File: config.mk
export PLATFORM = sky130hd
export DESIGN_NAME = adcseq_top
export DESIGN_NICKNAME = d
export VERILOG_FILES = /design/src/verilog/adcseq_pkg.sv /design/src/verilog/adcseq_clkdiv.sv /design/src/verilog/adcseq_result.sv /design/src/verilog/adcseq_top.sv
export SDC_FILE = /design/constraint.sdc
export NUM_CORES = 1
export LEC_CHECK = 0
export ABC_AREA = 0
export ABC_CLOCK_PERIOD_IN_PS = 2000
export BUFFER_PORTS_ARGS = -buffer_cell sky130_fd_sc_hd__buf_2
export CAP_MARGIN = 0
export CORE_UTILIZATION = 42
export CTS_CLUSTER_SIZE = 10
export DETAILED_ROUTE_END_ITERATION = 10
export GPL_TIMING_DRIVEN = 0
export PLACE_DENSITY = 0.78
export SLEW_MARGIN = 20
export SYNTH_ARGS = -nofsm -noshare
export SYNTH_HDL_FRONTEND = slang
export SYNTH_SLANG_ARGS = --single-unit
export TNS_END_PERCENT = 5
File: constraint.sdc
create_clock -name clk_i -period 2 [get_ports clk_i]
set_clock_uncertainty 0.05 [all_clocks]
set_input_delay 0.2 -clock clk_i [delete_from_list [all_inputs] [get_ports clk_i]]
set_output_delay 0.2 -clock clk_i [all_outputs]
set_load 0.05 [all_outputs]
File: src/verilog/adcseq_pkg.sv
// Package: register map, field layout and constants of the converter control sequencer
// Summary of operation
// Result split: high byte 11..4, low 3..0
// Control bits 2..0 pick analog input
// Port field sets count of analog lines
// Analog line: digital off, converter powered
// Port field zero keeps converter powered off
// Start rising: reset converter, set pending flag
// Conversion starts only after start falls
// Completion clears flag, sets interrupt request
// Software holds start low until done
// Software reinitialises after port field change
// Clock field selects divide by 2/8/32
// Test bit reserved, bits 6..2 read zero
// Results held until next completion
`default_nettype none
package adcseq_pkg;
    // Register indices; byte address is four times the index
    localparam logic [5:0] RESULT_LOW_IDX = 6'h20;
    localparam logic [5:0] RESULT_HIGH_IDX = 6'h21;
    localparam logic [5:0] CONTROL_IDX = 6'h22;
    localparam logic [5:0] CLOCK_IDX = 6'h23;
    localparam logic [5:0] IRQ_STATUS_IDX = 6'h24;
    localparam logic [5:0] IRQ_MASK_IDX = 6'h25;

    // Control register field positions
    localparam int CHAN_LSB = 0;
    localparam int PORT_LSB = 3;
    localparam int PEND_BIT = 6;
    localparam int START_BIT = 7;
    // Clock register field positions
    localparam int CLKSEL_LSB = 0;
    localparam int TEST_BIT = 7;
    // Interrupt status bit of a finished conversion
    localparam int IRQ_DONE_BIT = 0;

    // Values after reset
    localparam logic [2:0] CHAN_RST = 3'h0;
    localparam logic [2:0] PORT_RST = 3'h0;
    localparam logic [1:0] CLKSEL_RST = 2'h0;
    localparam logic [11:0] RESULT_RST = 12'h000;

    // Converter clock divider selections and half-period counts
    localparam logic [1:0] CLKSEL_DIV2 = 2'h0;
    localparam logic [1:0] CLKSEL_DIV8 = 2'h1;
    localparam logic [1:0] CLKSEL_DIV32 = 2'h2;
    localparam logic [4:0] HALF_DIV2 = 5'h01;
    localparam logic [4:0] HALF_DIV8 = 5'h04;
    localparam logic [4:0] HALF_DIV32 = 5'h10;

    // Start handshake states, Gray coded along idle, armed, converting
    typedef enum logic [1:0] {
        SEQ_IDLE = 2'b00,
        SEQ_ARMED = 2'b01,
        SEQ_CONV = 2'b11
    } adcseq_state_e;
endpackage : adcseq_pkg
`default_nettype wire

File: src/verilog/adcseq_clkdiv.sv
// Converter clock divider driven from the system clock
`default_nettype none
module adcseq_clkdiv (
    input wire logic clk_i,
    input wire logic rst_i,
    input wire logic ce_i,
    input wire logic run_i,
    input wire logic [1:0] sel_i,
    output logic conv_clk_o
);
    logic [4:0] count_r; // Cycles spent in the current half period
    logic [4:0] half_nxt; // Half period for the selected ratio
    logic clk_r; // Divided clock level

    // Half period lookup; the undefined code falls back to the slowest ratio
    always_comb begin
        unique case (sel_i)
            adcseq_pkg::CLKSEL_DIV2: half_nxt = adcseq_pkg::HALF_DIV2;
            adcseq_pkg::CLKSEL_DIV8: half_nxt = adcseq_pkg::HALF_DIV8;
            default: half_nxt = adcseq_pkg::HALF_DIV32;
        endcase
    end

    // Counter and toggle; stopped while the converter is unpowered
    always_ff @(posedge clk_i) begin
        if (rst_i) begin
            count_r <= 5'h00;
            clk_r <= 1'b0;
        end else if (ce_i) begin
            if (!run_i) begin
                // Hold low so the core sees a clean first edge at power-up
                count_r <= 5'h00;
                clk_r <= 1'b0;
            end else if (count_r + 5'h01 >= half_nxt) begin
                count_r <= 5'h00;
                clk_r <= ~clk_r;
            end else begin
                count_r <= count_r + 5'h01;
            end
        end
    end

    assign conv_clk_o = clk_r;
endmodule : adcseq_clkdiv
`default_nettype wire

File: src/verilog/adcseq_result.sv
// Result holding register split into high and low bytes
`default_nettype none
module adcseq_result (
    input wire logic clk_i,
    input wire logic rst_i,
    input wire logic ce_i,
    input wire logic load_i,
    input wire logic [11:0] data_i,
    output logic [7:0] high_o,
    output logic [7:0] low_o
);
    logic [11:0] result_r; // Last finished conversion

    // Load only on completion so a read never sees a half-updated value
    always_ff @(posedge clk_i) begin
        if (rst_i) begin
            result_r <= adcseq_pkg::RESULT_RST;
        end else if (ce_i && load_i) begin
            result_r <= data_i;
        end
    end

    // Upper eight bits in the high byte, lower four in the top of the low byte
    assign high_o = result_r[11:4];
    assign low_o = {result_r[3:0], 4'h0};
endmodule : adcseq_result
`default_nettype wire

File: src/verilog/adcseq_top.sv
// Converter control sequencer with Wishbone register slave
`default_nettype none
module adcseq_top (
    input wire logic clk_i,
    input wire logic rst_i,
    input wire logic ce_i,
    // Wishbone classic slave
    input wire logic cyc_i,
    input wire logic stb_i,
    input wire logic we_i,
    input wire logic [7:0] adr_i,
    input wire logic [3:0] sel_i,
    input wire logic [31:0] dat_i,
    output logic [31:0] dat_o,
    output logic ack_o,
    // Analog core side
    output logic conv_reset_o,
    output logic conv_start_o,
    output logic conv_power_o,
    output logic conv_clk_o,
    output logic [1:0] conv_channel_o,
    input wire logic conv_done_i,
    input wire logic [11:0] conv_data_i,
    // Port B line control
    output logic [3:0] analog_en_o,
    output logic [3:0] digital_en_o,
    // Factory test bit and interrupt
    output logic test_mode_o,
    output logic irq_o
);
    // Register state
    logic [2:0] chan_r; // Selected analog input
    logic [2:0] port_cfg_r; // Port B analog line count
    logic pend_r; // Conversion pending flag, low when finished
    logic start_r; // Start control bit as last written
    logic [1:0] clksel_r; // Converter clock ratio
    logic test_r; // Reserved test bit, stored and driven to the test pin
    logic [0:0] irq_stat_r; // Sticky event bits
    logic [0:0] irq_mask_r; // Interrupt enables
    adcseq_pkg::adcseq_state_e state_r; // Start handshake state
    logic reset_pulse_r; // One-cycle converter reset
    logic start_pulse_r; // One-cycle conversion start
    logic ack_r; // Bus acknowledge
    logic [31:0] rdata_r; // Registered read data
    logic [7:0] res_high; // Result high byte
    logic [7:0] res_low; // Result low byte

    // Decoded bus events
    logic req; // Request present this cycle
    logic acc; // Access completes at this edge
    logic [5:0] idx; // Word index of the access
    logic wr_lane0; // Write that touches the low byte lane
    logic wr_ctrl; // Control register write
    logic wr_clk; // Clock register write
    logic wr_stat; // Status write, ones clear
    logic wr_mask; // Mask register write
    logic start_rise; // Start bit written 0 to 1
    logic start_fall; // Start bit written 1 to 0
    logic done_ev; // Core finished while converting
    logic load_res; // Capture new result

    // A request is taken at the edge where ack is still low; the write lands one
    // edge later, while ack stands, so a held request is never applied twice
    assign req = cyc_i && stb_i;
    assign acc = req && ack_r && ce_i;
    assign idx = adr_i[7:2];
    assign wr_lane0 = acc && we_i && sel_i[0];
    assign wr_ctrl = wr_lane0 && (idx == adcseq_pkg::CONTROL_IDX);
    assign wr_clk = wr_lane0 && (idx == adcseq_pkg::CLOCK_IDX);
    assign wr_stat = wr_lane0 && (idx == adcseq_pkg::IRQ_STATUS_IDX);
    assign wr_mask = wr_lane0 && (idx == adcseq_pkg::IRQ_MASK_IDX);
    assign start_rise = wr_ctrl && !start_r && dat_i[adcseq_pkg::START_BIT];
    assign start_fall = wr_ctrl && start_r && !dat_i[adcseq_pkg::START_BIT];
    // A fresh start write in the same cycle overrides the finishing conversion
    assign done_ev = ce_i && conv_done_i && (state_r == adcseq_pkg::SEQ_CONV) && !start_rise;
    assign load_res = done_ev;

    // Acknowledge one cycle after the request, drop the cycle after
    // Fixed latency keeps the slave simple; there are no wait states to track
    always_ff @(posedge clk_i) begin
        if (rst_i) begin
            ack_r <= 1'b0;
        end else if (ce_i) begin
            ack_r <= req && !ack_r;
        end
    end

    // Read mux, sampled while the request waits so data stands with ack
    // Reads have no side effects, so a repeated read is harmless
    always_ff @(posedge clk_i) begin
        if (rst_i) begin
            rdata_r <= 32'h0000_0000;
        end else if (ce_i && req && !ack_r) begin
            unique case (idx)
                adcseq_pkg::RESULT_LOW_IDX: rdata_r <= {24'h00_0000, res_low};
                adcseq_pkg::RESULT_HIGH_IDX: rdata_r <= {24'h00_0000, res_high};
                adcseq_pkg::CONTROL_IDX:
                    rdata_r <= {24'h00_0000, start_r, pend_r, port_cfg_r, chan_r};
                // Bits 6..2 of the clock register always read zero
                adcseq_pkg::CLOCK_IDX:
                    rdata_r <= {24'h00_0000, test_r, 5'h00, clksel_r};
                adcseq_pkg::IRQ_STATUS_IDX: rdata_r <= {31'h0000_0000, irq_stat_r};
                adcseq_pkg::IRQ_MASK_IDX: rdata_r <= {31'h0000_0000, irq_mask_r};
                // Unmapped words answer with zero and ignore writes
                default: rdata_r <= 32'h0000_0000;
            endcase
        end
    end

    assign ack_o = ack_r;
    assign dat_o = rdata_r;

    // Software fields of the control register; pending flag is hardware owned
    // A port field change is not policed here: software must issue a start
    // pulse afterwards, otherwise the pending flag may not match the core
    always_ff @(posedge clk_i) begin
        if (rst_i) begin
            chan_r <= adcseq_pkg::CHAN_RST;
            port_cfg_r <= adcseq_pkg::PORT_RST;
            start_r <= 1'b0;
        end else if (wr_ctrl) begin
            chan_r <= dat_i[adcseq_pkg::CHAN_LSB +: 3];
            port_cfg_r <= dat_i[adcseq_pkg::PORT_LSB +: 3];
            start_r <= dat_i[adcseq_pkg::START_BIT];
        end
    end

    // Clock register; the test bit is kept for readback and reaches a pin only
    // Software must leave the test bit clear; it has no effect inside this block
    // Bits 6..2 have no storage at all, so they cannot be written
    always_ff @(posedge clk_i) begin
        if (rst_i) begin
            clksel_r <= adcseq_pkg::CLKSEL_RST;
            test_r <= 1'b0;
        end else if (wr_clk) begin
            clksel_r <= dat_i[adcseq_pkg::CLKSEL_LSB +: 2];
            test_r <= dat_i[adcseq_pkg::TEST_BIT];
        end
    end

    // Start handshake: rise arms and resets, fall launches, done retires
    // Edges come from the written bit, so a rewrite of the same value does nothing
    always_ff @(posedge clk_i) begin
        if (rst_i) begin
            state_r <= adcseq_pkg::SEQ_IDLE;
        end else if (ce_i) begin
            if (start_rise) begin
                // A rise mid-conversion abandons it, which is why software waits
                state_r <= adcseq_pkg::SEQ_ARMED;
            end else begin
                unique case (state_r)
                    adcseq_pkg::SEQ_IDLE: begin
                        state_r <= adcseq_pkg::SEQ_IDLE;
                    end
                    adcseq_pkg::SEQ_ARMED: begin
                        if (start_fall) begin
                            state_r <= adcseq_pkg::SEQ_CONV;
                        end
                    end
                    adcseq_pkg::SEQ_CONV: begin
                        if (done_ev) begin
                            state_r <= adcseq_pkg::SEQ_IDLE;
                        end
                    end
                    // Code 10 is never entered; recover to idle
                    default: begin
                        state_r <= adcseq_pkg::SEQ_IDLE;
                    end
                endcase
            end
        end
    end

    // Pending flag: set by a start rise, cleared on completion
    // Reads one while a conversion is owed, zero once the result is in place
    always_ff @(posedge clk_i) begin
        if (rst_i) begin
            pend_r <= 1'b0;
        end else if (ce_i) begin
            if (start_rise) begin
                pend_r <= 1'b1;
            end else if (done_ev) begin
                pend_r <= 1'b0;
            end
        end
    end

    // Single-cycle strobes to the analog core
    // Registered so the core never sees a combinational decode of the bus
    always_ff @(posedge clk_i) begin
        if (rst_i) begin
            reset_pulse_r <= 1'b0;
            start_pulse_r <= 1'b0;
        end else if (ce_i) begin
            reset_pulse_r <= start_rise;
            // Only a fall that follows a rise launches a conversion
            start_pulse_r <= start_fall && (state_r == adcseq_pkg::SEQ_ARMED);
        end
    end

    assign conv_reset_o = reset_pulse_r;
    assign conv_start_o = start_pulse_r;

    // Sticky interrupt status; a set in the clearing cycle wins
    // Losing a completion would hang a polling driver, hence the priority
    always_ff @(posedge clk_i) begin
        if (rst_i) begin
            irq_stat_r <= 1'b0;
        end else if (ce_i) begin
            if (done_ev) begin
                irq_stat_r[adcseq_pkg::IRQ_DONE_BIT] <= 1'b1;
            end else if (wr_stat && dat_i[adcseq_pkg::IRQ_DONE_BIT]) begin
                irq_stat_r[adcseq_pkg::IRQ_DONE_BIT] <= 1'b0;
            end
        end
    end

    // Interrupt mask register
    always_ff @(posedge clk_i) begin
        if (rst_i) begin
            irq_mask_r <= 1'b0;
        end else if (wr_mask) begin
            irq_mask_r <= dat_i[adcseq_pkg::IRQ_DONE_BIT];
        end
    end

    // Request reaches the pin only when enabled
    assign irq_o = |(irq_stat_r & irq_mask_r);

    // Port B lines counted up from line zero; top bit set takes all four
    // An analog line loses its digital enable, which is the inverse of its analog enable
    for (genvar i = 0; i < 4; i++) begin : g_port
        assign analog_en_o[i] = port_cfg_r[2] || (port_cfg_r[1:0] > 2'(i));
        assign digital_en_o[i] = !analog_en_o[i];
    end

    // Converter powered whenever any line is analog
    // Power follows the registered field, so it never glitches during a write
    assign conv_power_o = |analog_en_o;
    // Undefined channel codes simply use the low two bits
    assign conv_channel_o = chan_r[1:0];
    assign test_mode_o = test_r;

    // Converter clock divider
    // Stops low while unpowered so the core starts from a known phase
    adcseq_clkdiv u_clkdiv (
        .clk_i(clk_i),
        .rst_i(rst_i),
        .ce_i(ce_i),
        .run_i(conv_power_o),
        .sel_i(clksel_r),
        .conv_clk_o(conv_clk_o)
    );

    // Result registers
    // Both bytes load at the completion edge, never one without the other
    adcseq_result u_result (
        .clk_i(clk_i),
        .rst_i(rst_i),
        .ce_i(ce_i),
        .load_i(load_res),
        .data_i(conv_data_i),
        .high_o(res_high),
        .low_o(res_low)
    );
endmodule : adcseq_top
`default_nettype wire
==> metrics <==
Area contributors post-synth=dfxtp_1 37%, mux2i_1 12%, buf_4 8.5%, nand2b_1 7.3%, nor2_1 3.3%; first-pass GRT wire length=9.02 mm; Max VDD drop=0.311 mV; final wirelength=5.50 mm; cts bufs inserted=5; power per cell area=578 nW/µm²; Post-DP HPWL=4.15 mm; Clock Path Buffers=2; Util after Layout=54.5%; count of input and output buffers=57; Simple-Gate Fraction of Synth Area=around a quarter; Pins Over Slew Limit=0; TritonCTS clock tree=yes; final setup violating endpoints=0; Ports=around 110; CTS Sinks=44; crit end category=register; ys flop type=dfxtp_1; remaining antenna violation count=0; initial antenna violation count=0; P_leak=1.30 nW; count leader, synth=dfxtp_1; actual slew at the worst max-slew pin=roughly 600 ps; Clock Pin Slew Worst Setup and Hold Paths=90 ps; Power, Total=0.00174 W; Worst slew margin=60.1%; Core Area=~5500 µm²; adder-cell share of the synthesized area=2.09%; Arr. time, crit path=about 2100 ps; Site Rows=27; Max Fclk=524 MHz; Post-synth EDFFs=0; Worst Path Required=around 2200 ps; hold slack=84.0 ps; H-tree depth=2; initial DRC count=about 120; crit path kind=reg -> reg; largest net degree at the start of global routing=14; Crit Path Max Fanout=5; fin nets=around 420; maxcap violations=0; Overall Global Routing Usage=about a fifth; Final min period=roughly 1900 ps; largest family of logic cells by synthesized area=simple AND/OR/NAND/NOR gates; Final GP Congestion=between 0.8 and 0.9; cells on worst reg2reg path=8; Clk Latency, worst-skew pair=300 ps; Hold-fix buffers, CTS=0; Synth Register Bits=44; wire per inst=approximately 13 µm; Yosys cell types=43; crit start category=register; Layout area overhead=25.3%; Cell Count Post-Placement=around 420; Post-Syn Instances=around 270; Hold Path Cell Cnt=3; mux share of post-synthesis cell area=13.6%; DRC=0; root buffer cell=clkbuf_8; vias per cell=slightly below 5; Die Y=77.5 µm; die width=approximately 78 µm; post-synthesis compound-gate area fraction=about 9%; top cell type's share of synthesized area=between 30% and 40%; Syn Std Cell Area=2400 µm²; drt first pass iters=4; Starting Density=43.5%; layout cells sized above 1=31.3%; HP Class=in -> reg; number of failing hold endpoints at the final stage=0; XOR/XNOR Fraction of Synth Area=2.56%; Seq/Total Area, Yosys=36.8%; yosys synthesis warning count=0; top post-synthesis cells by count=44 x dfxtp_1, 28 x mux2i_1, 28 x nand2b_1, 27 x buf_4, 21 x nor2_1; status=complete, no violations; crit share post-route=95.4%; vias in the first global route=1936; global route overflow=0; Avg Cell Area, Syn=9.04 µm²; ys async rst share=0%; setup TNS=0 ps; n_diodes=0; Total Die Area=6010 µm²; Via Count=around 2.1k; post-route insts no fill=between 400 and 500; area leader, netlist=dfxtp_1
==> layout by cell type (no fill, tap or decap), drive strengths merged, types with 4 or more instances in the layout <==
cell    netlist  routed
a21oi         9       9
a22oi         7       7
buf          30      90
clkbuf       11      17
conb          1      24
dfxtp        44      44
ha            4       4
inv           9       8
mux2i        28      28
nand2        10      10
nand2b       28      28
nand3         5       5
nand4         5       5
nor2         21      21
nor3          7       7
xor2          5       5
==> sequential cells by signal, indices dropped and copies added, names as in the netlist, 2 cells and up <==
| name | flops |
|---|---|
| state_r | 2 |
| u_clkdiv.count_r | 5 |
| port_cfg_r | 3 |
| chan_r | 3 |
| clksel_r | 2 |
| dat_o | 8 |
| u_result.result_r | 12 |
==> kinds of logic (layout without fill, tap and decap cells) <==
kind of cell	after synthesis	in the layout
flops	44	44
mux	31	31
fa+ha+maj	4	4
compound gates	30	30
buf+inv	50	117
other cells	1	24
simple gates	98	98
xor+xnor	7	7
==> per-layer routing <==
layer	routed length, µm	GRT usage (%)	vias to the layer above
met5	0	0	-
met4	133	8.30	0
met3	354	4.71	13
met2	2570	31.5	86
met1	2440	23.6	953
li1	-	-	1037
==> per-stage QoR <==
step	instance area (µm²)	setup WS, ps
finish	3000	92.4
global route	3000	-18.6
CTS	2970	22.1
detailed placement	2870	-154
global placement	2870	-109
floorplan	2490	34.0
==> report_power, final <==
part / internal [W] / switching [W] / total [W]
Sequential: 0.000877 / 0.00000335 / 0.000880
Combinational: 0.0000907 / 0.000179 / 0.000270
Clock: 0.000281 / 0.000305 / 0.000586
Total: 0.00125 / 0.000487 / 0.00174
==> cell type report <==
class,instances,area (µm²)
inverter,9,37.5
sequential,44,886
tap,72,90.1
clock inverter,1,7.51
multi-input combinational,194,1330
buffer,40,262
clock buffer,7,86.3
timing repair buffer,60,308
fill,523,2500
==> path summary, 6_finish.rpt <==
check | end | slack, ps | startpoint
hold reg to reg | pend_r$_SDFFE_PP0P_ | 410 | pend_r$_SDFFE_PP0P_
setup reg to reg | u_clkdiv.count_r[0]$_SDFFE_PP0P_ | 90 | u_clkdiv.count_r[0]$_SDFFE_PP0P_
hold / removal | chan_r[2]$_SDFFE_PP0N_ | 80 | dat_i[2]
setup / recovery | u_clkdiv.count_r[0]$_SDFFE_PP0P_ | 90 | u_clkdiv.count_r[0]$_SDFFE_PP0P_
==> worst max-delay path, stage by stage, from the launching register on <==
cell and delay [ps]:
dfxtp_4 380, ha_4 150, nand3_1 90, xnor2_1 150, ha_1 310, o31ai_2 280, a31oi_2 90, buf_4 180
nor3_1 150
==> what timing repair did <==
action | in CTS | in global routing
resized for setup | 2 | 4
setup buffers | 1 | 2
hold endpoints to repair | 0 | 0
setup endpoints to repair | 1 | 6
Note: power is estimated with default switching activity, not from simulation.
